<file path="src/shared/tpc_pkg.sv">
// tpc_pkg: register map, reset values, field positions and shared types of
// the transmit packet configuration block.
// assumes an spi host that sends a header byte {rw, burst, addr[5:0]} first.
package tpc_pkg;

  // register addresses on the spi header
  localparam logic [5:0] ADDR_MARKER_HIGH  = 6'h04;
  localparam logic [5:0] ADDR_MARKER_LOW   = 6'h05;
  localparam logic [5:0] ADDR_PKT_LENGTH   = 6'h06;
  localparam logic [5:0] ADDR_PKT_CONTROL  = 6'h08;
  localparam logic [5:0] ADDR_NODE         = 6'h09;
  localparam logic [5:0] ADDR_HOP          = 6'h0a;
  localparam logic [5:0] ADDR_CARRIER_HIGH = 6'h0d;

  // reset values
  localparam logic [7:0] RST_MARKER_HIGH   = 8'hd3;
  localparam logic [7:0] RST_MARKER_LOW    = 8'h91;
  localparam logic [7:0] RST_PKT_LENGTH    = 8'hff;
  localparam logic       RST_WHITEN        = 1'h1;
  localparam logic       RST_CRC_EN        = 1'h1;
  localparam logic [7:0] RST_NODE          = 8'h00;
  localparam logic [7:0] RST_HOP           = 8'h00;
  localparam logic [5:0] RST_CARRIER_HIGH  = 6'h1e;

  // packet control field positions
  localparam int CTRL_WHITEN_BIT = 6;
  localparam int CTRL_SRC_MSB    = 5;
  localparam int CTRL_SRC_LSB    = 4;
  localparam int CTRL_CRC_BIT    = 2;
  localparam int CTRL_LEN_MSB    = 1;
  localparam int CTRL_LEN_LSB    = 0;
  localparam int CARRIER_HIGH_MSB = 5;

  // spi header fields
  localparam int SPI_RW_BIT    = 7;
  localparam int SPI_BURST_BIT = 6;

  // check sequence and whitening generator
  localparam logic [15:0] CRC_POLY = 16'h8005;
  localparam logic [15:0] CRC_INIT = 16'hffff;
  localparam logic [8:0]  PN9_SEED = 9'h1ff;
  localparam int          PN9_TAP  = 5;

  typedef enum logic [1:0] {SRC_FIFO, SRC_SYNC_SERIAL, SRC_PN9, SRC_ASYNC} tpc_src_t;
  typedef enum logic [1:0] {LEN_FIXED, LEN_VARIABLE, LEN_INFINITE, LEN_RESERVED} tpc_len_t;
  typedef enum logic [2:0] {FR_IDLE, FR_MARKER, FR_LENGTH, FR_PAYLOAD, FR_CHECK,
                            FR_STREAM} tpc_frame_t;

  typedef struct packed {
    logic [7:0] marker_word_high;
    logic [7:0] marker_word_low;
    logic [7:0] packet_length_limit;
    logic       whitening_enable;
    tpc_src_t   tx_data_source_select;
    logic       crc_enable;
    tpc_len_t   length_config;
    logic [7:0] node_address;
    logic [7:0] hop_index_value;
    logic [5:0] carrier_base_word_high;
  } tpc_cfg_t;

  localparam tpc_cfg_t CFG_RST = '{
    marker_word_high:       RST_MARKER_HIGH,
    marker_word_low:        RST_MARKER_LOW,
    packet_length_limit:    RST_PKT_LENGTH,
    whitening_enable:       RST_WHITEN,
    tx_data_source_select:  SRC_FIFO,
    crc_enable:             RST_CRC_EN,
    length_config:          LEN_VARIABLE,
    node_address:           RST_NODE,
    hop_index_value:        RST_HOP,
    carrier_base_word_high: RST_CARRIER_HIGH
  };

  typedef struct packed {
    tpc_cfg_t   cfg;
    logic       sck_prev;
    logic       cs_n_prev;
    logic       en_prev;
    logic [2:0] spi_cnt;
    logic [6:0] spi_shift;
    logic       hdr_done;
    logic       is_read;
    logic       burst;
    logic [5:0] addr;
    logic [7:0] out_shift;
    logic       miso;
    tpc_frame_t st;
    logic [2:0] bit_cnt;
    logic [7:0] sh;
    logic [7:0] bytes_left;
    logic       second;
    logic [15:0] crc;
    logic [8:0] pn;
    logic       tx_bit;
    logic       underflow;
    logic [8:0] taken_cnt;
  } tpc_state_t;

endpackage

</file>
<file path="src/verilog/tpc_top.sv">
// tpc_top: spi register slave for the packet configuration registers and
// the bit-serial transmit framer that those registers steer.
// assumes spi pins and bit_tick_in are synchronous to mclk_in, sck idles low.
// Function
// - marker low byte register, reset 0x91
// - marker high byte register, reset 0xd3
// - fixed mode sends exactly limit payload bytes
// - variable mode caps length at limit
// - bit 6 enables whitening, reset on
// - source 00 fifo, 01 synchronous serial pin
// - source 10 sends pn9 test data
// - source 11 asynchronous transparent from pin
// - bit 2 enables check sequence, reset on
// - length field 00 means fixed length
// - length field 01 variable, first byte
// - length field 10 infinite, 11 reserved
// - node address register, reset zero
// - hop index register, reset zero
// - carrier word bits 23:22 read zero
// - carrier word bits 21:16 writable, reset 0x1e
module tpc_top #(
  parameter logic [15:0] CRC_POLY_P = tpc_pkg::CRC_POLY
) (
  input  wire logic            mclk_in,
  input  wire logic            rst_n_in,
  input  wire logic            cs_n_in,
  input  wire logic            sck_in,
  input  wire logic            mosi_in,
  output logic                 miso_out,
  output logic                 miso_oe_out,
  input  wire logic            tx_enable_in,
  input  wire logic            bit_tick_in,
  input  wire logic [7:0]      fifo_data_in,
  input  wire logic            fifo_valid_in,
  output logic                 fifo_ready_out,
  input  wire logic            general_output_pin_zero_in,
  output logic                 tx_bit_out,
  output logic                 tx_active_out,
  output logic                 underflow_out,
  output tpc_pkg::tpc_cfg_t    cfg_out
);

  // a generator polynomial without the constant term is not a valid check
  if (CRC_POLY_P[0] != 1'b1) begin : g_poly_check
    $error("crc polynomial must have bit 0 set");
  end

  tpc_pkg::tpc_state_t s;
  tpc_pkg::tpc_state_t next_s;

  logic       sck_rise;
  logic       sck_fall;
  logic       framed;
  logic       byte_end;
  logic       is_var;
  logic       is_inf;
  logic       is_fixed;
  logic       more_payload;
  logic       want_fifo;
  logic       whiten_now;
  logic       crc_now;
  logic       bit_now;
  logic [7:0] pay_count;
  logic [7:0] status_byte;
  logic [7:0] ctrl_read;
  logic [7:0] carrier_read;

  function automatic logic [7:0] reg_read(input tpc_pkg::tpc_cfg_t c, input logic [5:0] a);
    logic [7:0] d;
    d = 8'h00;
    if (a == tpc_pkg::ADDR_MARKER_HIGH) begin
      d = c.marker_word_high;
    end else if (a == tpc_pkg::ADDR_MARKER_LOW) begin
      d = c.marker_word_low;
    end else if (a == tpc_pkg::ADDR_PKT_LENGTH) begin
      d = c.packet_length_limit;
    end else if (a == tpc_pkg::ADDR_PKT_CONTROL) begin
      // bits 7 and 3 stay zero
      d[tpc_pkg::CTRL_WHITEN_BIT] = c.whitening_enable;
      d[tpc_pkg::CTRL_SRC_MSB:tpc_pkg::CTRL_SRC_LSB] = c.tx_data_source_select;
      d[tpc_pkg::CTRL_CRC_BIT] = c.crc_enable;
      d[tpc_pkg::CTRL_LEN_MSB:tpc_pkg::CTRL_LEN_LSB] = c.length_config;
    end else if (a == tpc_pkg::ADDR_NODE) begin
      d = c.node_address;
    end else if (a == tpc_pkg::ADDR_HOP) begin
      d = c.hop_index_value;
    end else if (a == tpc_pkg::ADDR_CARRIER_HIGH) begin
      d = {2'h0, c.carrier_base_word_high}; // top two bits read zero
    end
    return d;
  endfunction

  function automatic tpc_pkg::tpc_cfg_t reg_write(input tpc_pkg::tpc_cfg_t c,
                                                  input logic [5:0] a, input logic [7:0] d);
    tpc_pkg::tpc_cfg_t r;
    r = c;
    if (a == tpc_pkg::ADDR_MARKER_HIGH) begin
      r.marker_word_high = d;
    end else if (a == tpc_pkg::ADDR_MARKER_LOW) begin
      r.marker_word_low = d;
    end else if (a == tpc_pkg::ADDR_PKT_LENGTH) begin
      r.packet_length_limit = d;
    end else if (a == tpc_pkg::ADDR_PKT_CONTROL) begin
      r.whitening_enable = d[tpc_pkg::CTRL_WHITEN_BIT];
      r.tx_data_source_select =
        tpc_pkg::tpc_src_t'(d[tpc_pkg::CTRL_SRC_MSB:tpc_pkg::CTRL_SRC_LSB]);
      r.crc_enable = d[tpc_pkg::CTRL_CRC_BIT];
      r.length_config = tpc_pkg::tpc_len_t'(d[tpc_pkg::CTRL_LEN_MSB:tpc_pkg::CTRL_LEN_LSB]);
    end else if (a == tpc_pkg::ADDR_NODE) begin
      r.node_address = d; // kept for packet filtering downstream
    end else if (a == tpc_pkg::ADDR_HOP) begin
      r.hop_index_value = d; // scaled by spacing downstream
    end else if (a == tpc_pkg::ADDR_CARRIER_HIGH) begin
      r.carrier_base_word_high = d[tpc_pkg::CARRIER_HIGH_MSB:0];
    end
    return r;
  endfunction

  // x^9 + x^5 + 1, shared by whitening and the random test source
  function automatic logic [8:0] pn9_step(input logic [8:0] p);
    return {p[0] ^ p[tpc_pkg::PN9_TAP], p[8:1]};
  endfunction

  function automatic logic [15:0] crc_step(input logic [15:0] c, input logic b);
    return {c[14:0], 1'b0} ^ ((c[15] ^ b) ? CRC_POLY_P : 16'h0000);
  endfunction

  // pin edges and frame decode
  assign sck_rise    = sck_in & ~s.sck_prev;
  assign sck_fall    = ~sck_in & s.sck_prev;
  assign status_byte = {1'b0, s.st != tpc_pkg::FR_IDLE, 6'h00};
  assign is_var      = s.cfg.length_config == tpc_pkg::LEN_VARIABLE;
  assign is_inf      = s.cfg.length_config == tpc_pkg::LEN_INFINITE;
  // reserved setting falls back to fixed so the frame always ends
  assign is_fixed    = ~is_var & ~is_inf;
  assign framed      = (s.st == tpc_pkg::FR_MARKER) | (s.st == tpc_pkg::FR_LENGTH) |
                       (s.st == tpc_pkg::FR_PAYLOAD) | (s.st == tpc_pkg::FR_CHECK);
  assign byte_end    = framed & bit_tick_in & (s.bit_cnt == 3'h7);
  // fixed frames count from the limit, variable ones from the length byte
  assign pay_count   = (s.st == tpc_pkg::FR_MARKER) ? s.cfg.packet_length_limit
                                                    : s.bytes_left;
  assign more_payload = is_inf ? tx_enable_in : (pay_count != 8'h00);
  assign want_fifo   = byte_end & ((s.st == tpc_pkg::FR_MARKER) ?
                       (s.second & (is_var | more_payload)) :
                       (((s.st == tpc_pkg::FR_LENGTH) | (s.st == tpc_pkg::FR_PAYLOAD))
                        & more_payload));
  assign whiten_now  = s.cfg.whitening_enable & framed & (s.st != tpc_pkg::FR_MARKER);
  assign crc_now     = s.cfg.crc_enable &
                       ((s.st == tpc_pkg::FR_LENGTH) | (s.st == tpc_pkg::FR_PAYLOAD));
  assign bit_now     = s.sh[7] ^ (whiten_now & s.pn[0]);

  // next state: spi slave, then the framer
  always_comb begin
    logic [7:0] rx_byte;
    logic [7:0] len_byte;
    rx_byte  = {s.spi_shift, mosi_in};
    len_byte = 8'h00;
    next_s = s;
    next_s.sck_prev  = sck_in;
    next_s.cs_n_prev = cs_n_in;
    next_s.en_prev   = tx_enable_in;
    if (cs_n_in) begin
      next_s.spi_cnt  = 3'h0;
      next_s.hdr_done = 1'b0;
      next_s.miso     = 1'b0;
    end else if (s.cs_n_prev) begin
      // status byte goes out while the header comes in
      next_s.miso      = status_byte[7];
      next_s.out_shift = {status_byte[6:0], 1'b0};
    end else if (sck_rise) begin
      next_s.spi_shift = rx_byte[6:0];
      next_s.spi_cnt   = s.spi_cnt + 3'h1;
      if (s.spi_cnt == 3'h7) begin
        if (!s.hdr_done) begin
          next_s.hdr_done  = 1'b1;
          next_s.is_read   = rx_byte[tpc_pkg::SPI_RW_BIT];
          next_s.burst     = rx_byte[tpc_pkg::SPI_BURST_BIT];
          next_s.addr      = rx_byte[5:0];
          next_s.out_shift = reg_read(s.cfg, rx_byte[5:0]);
        end else begin
          if (!s.is_read) begin
            next_s.cfg = reg_write(s.cfg, s.addr, rx_byte);
          end
          // burst walks the map; a single access waits for a new header
          if (s.burst) begin
            next_s.addr      = s.addr + 6'h01;
            next_s.out_shift = reg_read(next_s.cfg, s.addr + 6'h01);
          end else begin
            next_s.hdr_done = 1'b0;
          end
        end
      end
    end else if (sck_fall) begin
      next_s.miso      = s.out_shift[7];
      next_s.out_shift = {s.out_shift[6:0], 1'b0};
    end

    case (s.st)
      tpc_pkg::FR_IDLE: begin
        if (tx_enable_in && !s.en_prev &&
            s.cfg.tx_data_source_select == tpc_pkg::SRC_FIFO) begin
          next_s.st        = tpc_pkg::FR_MARKER;
          next_s.sh        = s.cfg.marker_word_high;
          next_s.second    = 1'b0;
          next_s.bit_cnt   = 3'h0;
          next_s.crc       = tpc_pkg::CRC_INIT;
          next_s.pn        = tpc_pkg::PN9_SEED;
          next_s.underflow = 1'b0;
          next_s.taken_cnt = 9'h000;
        end else if (tx_enable_in &&
                     s.cfg.tx_data_source_select != tpc_pkg::SRC_FIFO) begin
          next_s.st = tpc_pkg::FR_STREAM;
          next_s.pn = tpc_pkg::PN9_SEED;
        end
      end
      tpc_pkg::FR_STREAM: begin
        if (!tx_enable_in) begin
          next_s.st = tpc_pkg::FR_IDLE;
        end else if (s.cfg.tx_data_source_select == tpc_pkg::SRC_SYNC_SERIAL) begin
          if (bit_tick_in) begin
            next_s.tx_bit = general_output_pin_zero_in;
          end
        end else if (s.cfg.tx_data_source_select == tpc_pkg::SRC_PN9) begin
          if (bit_tick_in) begin
            next_s.tx_bit = s.pn[0];
            next_s.pn     = pn9_step(s.pn);
          end
        end else if (s.cfg.tx_data_source_select == tpc_pkg::SRC_ASYNC) begin
          // no bit timing: the pin passes through at clock rate
          next_s.tx_bit = general_output_pin_zero_in;
        end else begin
          next_s.st = tpc_pkg::FR_IDLE;
        end
      end
      default: begin
        if (bit_tick_in) begin
          next_s.tx_bit  = bit_now;
          next_s.sh      = {s.sh[6:0], 1'b0};
          next_s.bit_cnt = s.bit_cnt + 3'h1;
          if (whiten_now) begin
            next_s.pn = pn9_step(s.pn);
          end
          if (crc_now) begin
            next_s.crc = crc_step(s.crc, s.sh[7]); // check over raw bits
          end
        end
        if (byte_end) begin
          if (s.st == tpc_pkg::FR_CHECK) begin
            if (!s.second) begin
              next_s.second = 1'b1;
              next_s.sh     = s.crc[7:0];
            end else begin
              next_s.st = tpc_pkg::FR_IDLE;
            end
          end else if (s.st == tpc_pkg::FR_MARKER && !s.second) begin
            next_s.second = 1'b1;
            next_s.sh     = s.cfg.marker_word_low;
          end else begin
            next_s.second = 1'b0;
            if (want_fifo) begin
              if (!fifo_valid_in) begin
                // starved mid-frame: abandon rather than send stale bytes
                next_s.underflow = 1'b1;
                next_s.st        = tpc_pkg::FR_IDLE;
              end else if (s.st == tpc_pkg::FR_MARKER && is_var) begin
                len_byte = (fifo_data_in > s.cfg.packet_length_limit) ?
                           s.cfg.packet_length_limit : fifo_data_in;
                next_s.sh         = len_byte;
                next_s.bytes_left = len_byte;
                next_s.st         = tpc_pkg::FR_LENGTH;
                next_s.taken_cnt  = s.taken_cnt + 9'h001;
              end else begin
                next_s.sh         = fifo_data_in;
                next_s.bytes_left = is_inf ? s.bytes_left : pay_count - 8'h01;
                next_s.st         = tpc_pkg::FR_PAYLOAD;
                next_s.taken_cnt  = s.taken_cnt + 9'h001;
              end
            end else if (s.cfg.crc_enable && !is_inf) begin
              next_s.st = tpc_pkg::FR_CHECK;
              next_s.sh = next_s.crc[15:8];
            end else begin
              next_s.st = tpc_pkg::FR_IDLE;
            end
          end
        end
      end
    endcase
  end

  // single state register; reset gives the documented register defaults
  always_ff @(posedge mclk_in) begin
    if (!rst_n_in) begin
      s     <= '0;
      s.cfg <= tpc_pkg::CFG_RST;
    end else begin
      s <= next_s;
    end
  end

  assign miso_out       = s.miso;
  assign miso_oe_out    = ~cs_n_in;
  assign fifo_ready_out = want_fifo;
  assign tx_bit_out     = s.tx_bit;
  assign tx_active_out  = s.st != tpc_pkg::FR_IDLE;
  assign underflow_out  = s.underflow;
  assign cfg_out        = s.cfg;

  // read views for the read-as-zero checks; a select on a call is not legal
  assign ctrl_read      = reg_read(s.cfg, tpc_pkg::ADDR_PKT_CONTROL);
  assign carrier_read   = reg_read(s.cfg, tpc_pkg::ADDR_CARRIER_HIGH);
endmodule

</file>
<file path="config.mk">
export PLATFORM = sky130hd
export DESIGN_NAME = tpc_top
export DESIGN_NICKNAME = d
export VERILOG_FILES = /design/src/shared/tpc_pkg.sv /design/src/verilog/tpc_top.sv
export SDC_FILE = /design/constraint.sdc
export NUM_CORES = 1
export LEC_CHECK = 0
export BUFFER_PORTS_ARGS = -buffer_cell sky130_fd_sc_hd__buf_4
export CAP_MARGIN = 15
export CORE_MARGIN = 2
export CORE_UTILIZATION = 45
export DETAILED_ROUTE_END_ITERATION = 10
export PLACE_DENSITY = 0.65
export SLEW_MARGIN = 10
export SYNTH_ARGS = -nofsm -noshare
export SYNTH_HDL_FRONTEND = slang
export SYNTH_SLANG_ARGS = --single-unit
</file>
<file path="constraint.sdc">
create_clock -name mclk_in -period 3.4 [get_ports mclk_in]
set_input_delay 0.68 -clock mclk_in [delete_from_list [all_inputs] [get_ports mclk_in]]
set_output_delay 0.68 -clock mclk_in [all_outputs]
set_load 0.05 [all_outputs]
</file>
==> results of run 1 <==
## worst reg2reg max path, cell delays in order, from the launching register on
cell and delay [ps]:
dfxtp_2 340, or3b_4 420, nor2_1 140, a21oi_2 50
ha_2 190, buf_4 130, nor3b_1 140, nor4b_2 160
mux2i_1 250, nand3_2 160, buf_4 210, or4_1 660
buf_4 220, nand2_1 60, a21oi_1 60
## synthesized netlist by cell type (5+ instances only)
cell / n
a211oi_1: 21
a21o_1: 8
a21oi_1: 114
a221o_1: 9
a221oi_1: 15
a22oi_1: 11
a31oi_1: 18
and2_1: 6
and3_1: 9
buf_1: 5
buf_4: 53
clkbuf_1: 74
clkbuf_8: 7
dfxtp_1: 133
ha_1: 22
inv_1: 21
mux2_2: 38
mux2i_1: 60
nand2_1: 158
nand2b_1: 11
nand3_1: 37
nor2_1: 99
nor2b_1: 13
nor3_1: 30
nor4b_1: 6
o2111ai_1: 5
o211ai_1: 31
o21a_1: 5
o21ai_0: 71
o221a_2: 9
o22ai_1: 5
xnor2_1: 9
xor2_1: 8
## timing repair
item                       4_1_cts  5_1_grt
hold buffers                     0        0
buffers inserted                 7        3
resized for setup               13        3
pin swaps                        4        2
setup endpoints to repair        8        3
## worst max-delay path by stage
stage | to | start | slack, ps
after detailed placement | s[39]$_SDFFE_PN0P_ | s[58]$_SDFFE_PN0P_ | -150
after global routing | fifo_ready_out | s[56]$_SDFFE_PN0P_ | -100
after global placement | s[41]$_SDFFE_PN0P_ | s[58]$_SDFFE_PN0P_ | -20
final | fifo_ready_out | s[57]$_SDFFE_PN0P_ | 0.9
after CTS | fifo_ready_out | s[57]$_SDFFE_PN0P_ | -20
after floorplan | fifo_ready_out | s[56]$_SDFFE_PN0P_ | 1
## placed cells by master, fill, tap and decap left out, types with 4 or more instances in the layout
master,count
nand2_1,158
buf_4,149
dfxtp_1,130
a21oi_1,113
nor2_1,99
o21ai_0,71
mux2i_1,60
mux2_2,38
nand3_1,36
o211ai_1,31
nor3_1,29
a211oi_1,21
ha_1,21
inv_1,20
a31oi_1,18
clkbuf_16,17
a221oi_1,15
nor2b_1,13
nand2b_1,11
a22oi_1,11
xnor2_1,9
o221a_2,9
a221o_1,9
and3_1,9
xor2_1,8
a21o_1,8
and2_1,6
o21a_1,5
o22ai_1,5
o2111ai_1,5
a21boi_0,4
o2bb2ai_1,4
o311ai_0,4
inv_6,4
## per-stage QoR
step / std cells / setup slack, ps / power [W] / area, sq um
floorplan: 1209 / 1.442 / 0.003027 / 9353
global placement: 1475 / -24.41 / 0.003472 / 9917
detailed placement: 1475 / -154.3 / 0.003475 / 9917
CTS: 1514 / -23.68 / 0.005506 / 10630
global route: 1517 / -100.6 / 0.005826 / 10680
finish: 1517 / 0.9412 / 0.005570 / 10680
## per-layer routing
layer  global-route usage [%]  vias to the layer above
li1                         -                     4404
met1                    43.48                     4379
met2                    40.74                      499
met3                    5.031                       76
met4                    8.857                        0
met5                        0                        -
## power breakdown
part           switching, W  internal (W)  total, W  leakage [nW]
Sequential         0.000182       0.00175   0.00193          1.08
Combinational      0.000976      0.000689   0.00167          2.97
Clock              0.000778       0.00119   0.00197         0.294
Total               0.00194       0.00363   0.00557          4.35
## layout make-up
class	instances	area (sq um)	area share, %
multi-input cells	907	5823	54.52
flip-flops and latches	133	2666	24.96
repair buffers	151	1145	10.72
clock buffers	20	446.7	4.182
well taps	270	337.8	3.163
clock inverters	12	168.9	1.581
inverters	24	93.84	0.8785
## logic make-up (layout without fill, tap and decap cells)
kind of cell    after synthesis  count (layout)
compound gates              369             369
xor+xnor                     17              17
fa+ha+maj                    22              22
buf+inv                     169             207
flops                       133             133
mux                          98              98
simple gates                401             401
## sequential cells by signal, summed over array words and instances, names as in the netlist
signal / count
cfg_out: 52
miso_out: 1
s: 78
tx_bit_out: 1
underflow_out: 1
==> summary.md, run 1 <==
| Metric | Value |
|---|---|
| Status | `finished, final reports clean` |
| Final Hold Viols | `0` |
| Sequential share of the synthesized area | `28.51%` |
| Antenna-violating nets left | `0` |
| Tightest Pin Transition | `between 1000 and 1500 ps` |
| Max-slew violation count | `0` |
| Port Buffers | `74` |
| Sinks on the clock net | `133` |
| Post-DP HPWL | `between 20 and 25 mm` |
| TritonRoute pass-1 iters | `5` |
| Site Rows | `52` |
| P_leak | `between 4 and 5 nW` |
| Clk Latency, worst-skew pair | `roughly 420 ps` |
| VDD IR-drop max | `between 0.0003 and 0.0004 V` |
| Metal2 WL | `~13 mm` |
| Syn nets | `approximately 1200` |
| Cell mode on critical path | `or3b_4` |
| Relative slew slack | `~28%` |
| Count of cell types in the netlist | `78` |
| YS warnings | `0` |
| Clock Tree Buf Depth | `2` |
| Leading area contributor after synthesis | `dfxtp_1` |
| Crit path required time | `2720 ps` |
| Final worst path period share | `approximately 100%` |
| Post-synth ARST share | `0%` |
| Clock slew at reported path FFs | `roughly 60 ps` |
| Total CTS buffers | `17` |
| CP cell instances | `or3b_4 > a21oi_2 > ha_2 > or3b_4 > nor4b_4 > mux2i_1 > nand3_2 > clkinvlp_4 > buf_8` |
| RSZ-0062 raised after global routing | `yes` |
| Mapped cell area | `about 0.0093 sq mm` |
| Worst path max stage delay | `between 400 and 500 ps` |
| Initial antenna violation count | `0` |
| Antenna diodes | `0` |
| Largest net degree at the start of global routing | `between 50 and 60` |
| Global route overflow | `0` |
| Vias in the first global route | `between 8000 and 9000` |
| Critical R2R Launch | `s[57]$_SDFFE_PN0P_` |
| CTS tree | `yes` |
| Avg Vias per Cell | `slightly above 6` |
| Hold endpoint | `s[86]$_SDFFE_PP0P_` |
| CTS root buffer | `clkbuf_16` |
| Initial DRC Count | `around 1100` |
| H-tree levels | `4` |
| Max Cap Viol | `0` |
| FMAX | `0.2942 GHz` |
| Highest metal used | `met4` |
| Post-Synth Simple-Gate Area | `20.01%` |
| Residual DRC | `0` |
| Final Wtd Congestion | `0.9418` |
| Share of cells above drive strength 1 | `roughly a fifth` |
| Synth top area cells | `dfxtp_1 29%, mux2i_1 6.4%, nand2_1 6.3%, a21oi_1 6.1%, mux2_2 4.6%` |
| Hold Worst Slack | `about 480 ps` |
| Hold path cells | `2` |
| Final setup viols | `0` |
| Chip Width | `roughly 150 microns` |
| Cell area power density | `~520 mW/mm^2` |
| Synthesized flop and latch total | `133` |
| Fin nets | `1273` |
| Largest fanout on the critical path | `4` |
| Worst hold start | `s[86]$_SDFFE_PP0P_` |
| DIE HEIGHT | `148.1 microns` |
| Average cell area after synthesis | `7.726 sq um` |
| Worst Path Buf+Inv | `2` |
| Compound-cell area share of the yosys netlist | `a little over a quarter` |
| Share of the synthesized area in the top cell type | `about 29%` |
| Worst R2R Setup Slack | `between 100 and 150 ps` |
| CP delay by family, top | `simple AND/OR/NAND/NOR gates` |
| EDFF count, synth | `0` |
| Post-Synthesis Cells | `1209` |
| Reg2reg end | `s[41]$_SDFFE_PN0P_` |
| Crit-path slowest cell | `or3b_4` |
| Setup_tns | `0 ps` |
| Global-route wire length before repair | `approximately 50 mm` |
| Xor/xnor share of the synthesized area | `under 10%` |
| P&R area growth vs syn | `14.36%` |
| Tot GR Track Use | `between 20 and 30%` |
| Tmin final | `approximately 3400 ps` |
| R2R depth | `14` |
| # fillers | `slightly below 2000` |
| Mux contribution to synthesized area | `around 11%` |
| CP Launch Type | `register` |
| Vias after detailed routing | `9358` |
| Wire per inst | `21.11 microns` |
| Post-Synth Adder-Cell Area | `between 2 and 3%` |
| Hold Crit Class | `reg2reg` |
| Crit Path Category | `reg2out` |
| Largest family of logic cells by synthesized area | `compound AO/OA/AOI/OAI gates` |
| Initial core utilization | `a little under half` |
| IO Count | `75` |
| Post-layout util | `52.62%` |
| Die ar. | `approximately 0.022 sq mm` |
| Top FF cell, synth | `dfxtp_1` |
| Routed met1 length | `between 10 and 15 mm` |
| DR WL met3 | `2.910 mm` |
| CP arrival | `about 2700 ps` |
| Nature of the critical path endpoint | `output pin` |
| Worst Skew | `between 10 and 15 ps` |
| Area of the core | `0.02030 sq mm` |
| WL final | `32.03 mm` |
| Stages on worst setup path | `9` |
No activity file was read; power rests on OpenSTA's default activity.
==> run 2, diff against run 1 <==
--- a/config.mk
+++ b/config.mk
@@ -6,11 +6,12 @@
 export NUM_CORES = 1
 export LEC_CHECK = 0
 export BUFFER_PORTS_ARGS = -buffer_cell sky130_fd_sc_hd__buf_4
-export CAP_MARGIN = 15
+export CAP_MARGIN = 20
 export CORE_MARGIN = 2
 export CORE_UTILIZATION = 45
 export DETAILED_ROUTE_END_ITERATION = 10
 export PLACE_DENSITY = 0.65
+export REMOVE_ABC_BUFFERS = 1
 export SLEW_MARGIN = 10
 export SYNTH_ARGS = -nofsm -noshare
 export SYNTH_HDL_FRONTEND = slang
==> summary.md, run 2 (synthesized netlist as in run 1, its figures left out) <==
| Metric | Value |
|---|---|
| Status | `finished, final reports clean` |
| Final Wtd Congestion | `0.9484 (+0.70%)` |
| CTS tree | `yes` |
| Final Power | `0.005377 W (-3.5%)` |
| Total CTS buffers | `17 (unchanged)` |
| Crit Path Category | `reg2out` |
| Post-DP HPWL | `22.05 mm (-0.67%)` |
| TritonRoute pass-1 iters | `6 (+1)` |
| Pre-CTS setup slack | `92.79 ps (+247.1 ps)` |
| Commonest non-fill, non-tap cell in the layout | `nand2_1` |
| Relative slew slack | `50.32% (+22 points)` |
| # fillers | `2015 (+3.0%)` |
| Setup_tns | `0 ps (unchanged)` |
| Antenna diodes | `0 (unchanged)` |
| Biggest register | `s` |
| Placed insts | `1468 (-0.47%)` |
| CP cell instances | `buf_4 > nor3b_4 > mux2i_1 > ha_2 > or3b_4 > nor4b_4 > mux2i_1 > nand3_2 > inv_2 > buf_6` |
| Largest net degree at the start of global routing | `79 (+52%)` |
| WL final | `31.31 mm (-2.2%)` |
| P&R area growth vs syn | `13.03%` |
| Chip Width | `148.1 microns (unchanged)` |
| IO Count | `75 (unchanged)` |
| CP Launch Type | `register` |
| Area of the core | `0.02030 sq mm (unchanged)` |
| VDD IR-drop max | `0.0003677 V (-3.0%)` |
| Wire per inst | `20.78 microns (-1.6%)` |
| FMAX | `0.2958 GHz (+0.54%)` |
| Hold Crit Class | `in2reg` |
| Post-route setup slack | `19.13 ps (+18.19 ps)` |
| Final worst path period share | `99.44% (-0.53 points)` |
| Worst Skew | `9.256 ps (-3.895 ps)` |
| Clk Latency, worst-skew pair | `430 ps (about the same)` |
| CP arrival | `2700 ps (-20 ps)` |
| Share of cells above drive strength 1 | `20.05% (-0.96 points)` |
| Fin nets | `1263 (-0.79%)` |
| Initial DRC Count | `1089 (+0.092%)` |
| Initial core utilization | `46.01% (unchanged)` |
| Clock Tree Buf Depth | `2 (unchanged)` |
| CTS root buffer | `clkbuf_16` |
| Residual DRC | `0 (unchanged)` |
| DIE HEIGHT | `148.1 microns (unchanged)` |
| Nature of the critical path endpoint | `output pin` |
| Antenna-violating nets left | `0 (unchanged)` |
| H-tree levels | `4 (unchanged)` |
| Fin cells | `1507 (-0.66%)` |
| Largest register FFs | `78 (unchanged)` |
| Hold path cells | `2 (unchanged)` |
| Vias in the first global route | `8632 (+0.62%)` |
| Tightest Pin Transition | `737.4 ps (-335.2 ps)` |
| Worst path max stage delay | `410 ps (about the same)` |
| Vias after detailed routing | `9452 (+1.0%)` |
| Hold Worst Slack | `476.0 ps (-2.686 ps)` |
| Cell mode on critical path | `mux2i_1` |
| Max Cap Viol | `0 (unchanged)` |
| Tmin final | `3381 ps (-18.19 ps)` |
| R2R depth | `10 (-4)` |
| Max-slew violation count | `0 (unchanged)` |
| Initial antenna violation count | `0 (unchanged)` |
| Final Hold Viols | `0 (unchanged)` |
| Cell area power density | `509.3 mW/mm^2 (-2.3%)` |
| Final setup viols | `0 (unchanged)` |
| Crit path required time | `2720 ps (about the same)` |
| RSZ-0062 raised after global routing | `yes` |
| Avg Vias per Cell | `6.272 (+1.7%)` |
| Global-route wire length before repair | `48.59 mm (-2.1%)` |
| P_leak | `4.285 nW (-1.5%)` |
| Site Rows | `52 (unchanged)` |
| Crit-path slowest cell | `or3b_4` |
| Tot GR Track Use | `28.12% (-0.46 points)` |
| Largest fanout on the critical path | `10 (+6)` |
| Sinks on the clock net | `133 (unchanged)` |
| Port Buffers | `74 (unchanged)` |
| Clock slew at reported path FFs | `70 ps (about the same)` |
| Die ar. | `0.02192 sq mm (unchanged)` |
| Most frequent cells in the layout | `158 x nand2_1, 136 x buf_4, 133 x dfxtp_1` |
| Global route overflow | `0 (unchanged)` |
[run 2: cell count changes in the layout (fill, tap and decap cells not counted), moves of 2 or more]
cell	before	now
buf_4	149	136
buf_6	1	3
bufinv_16	3	1
clkbuf_1	2	0
dfxtp_1	130	133
dfxtp_2	3	0
inv_6	4	6
inv_8	1	3
[run 2: final cells by class]
| cell class | count | area [sq um] | area share (%) |
|---|---|---|---|
| timing repair buffer | 141 | 1080 | 10.23 |
| inverter | 24 | 90.09 | 0.8533 |
| clock inverter | 15 | 156.4 | 1.481 |
| sequential | 133 | 2663 | 25.22 |
| clock buffer | 17 | 425.4 | 4.029 |
| multi-input combinational | 907 | 5806 | 54.99 |
| tap | 270 | 337.8 | 3.200 |
[run 2: what timing repair did]
item / in CTS / in global routing
buffers inserted: 3 / 3
endpoints found under the setup margin: 1 / 2
hold buffers: 0 / 0
pin swaps: 2 / 2
hold endpoints to repair: 0 / 0
resized for setup: 9 / 4
[run 2: power breakdown]
group	internal [W]	switching [W]	leakage (nW)
logic	0.000653	0.000915	2.92
registers	0.00175	0.000188	1.08
clock network	0.00104	0.000834	0.278
total	0.00344	0.00194	4.28
[run 2: per-stage QoR]
stage | utilization [%] | cell area [sq um]
after floorplan | - | 8507
after global placement | 48.58 | 9861
after detailed placement | 48.60 | 9866
after CTS | 51.77 | 10510
after global routing | 52.01 | 10560
final | 52.01 | 10560
[run 2: final timing paths]
check	start	to	slack, ps
hold / removal	sck_in	s[89]$_SDFF_PN0_	480
setup reg to reg	s[68]$_SDFFE_PN0P_	s[67]$_SDFFE_PN0P_	190
setup / recovery	s[57]$_SDFFE_PN0P_	fifo_ready_out	20
hold reg to reg	s[85]$_SDFFE_PP0P_	s[85]$_SDFFE_PP0P_	480
[run 2: layer usage]
layer | track usage, % | up-vias | part of all wire [%]
met2 | 44.81 | 452 | 47
met3 | 4.785 | 101 | 7.0
li1 | - | 4389 | -
met5 | 0 | - | 0
met1 | 37.41 | 4510 | 42
met4 | 12.67 | 0 | 3.9
[run 2: critical path: cells and delay by family, from the launching register on]
family,cells,cell delay [ps]
flops,1,310
mux,2,390
buf+inv,3,380
simple gates,4,960
fa+ha+maj,1,230
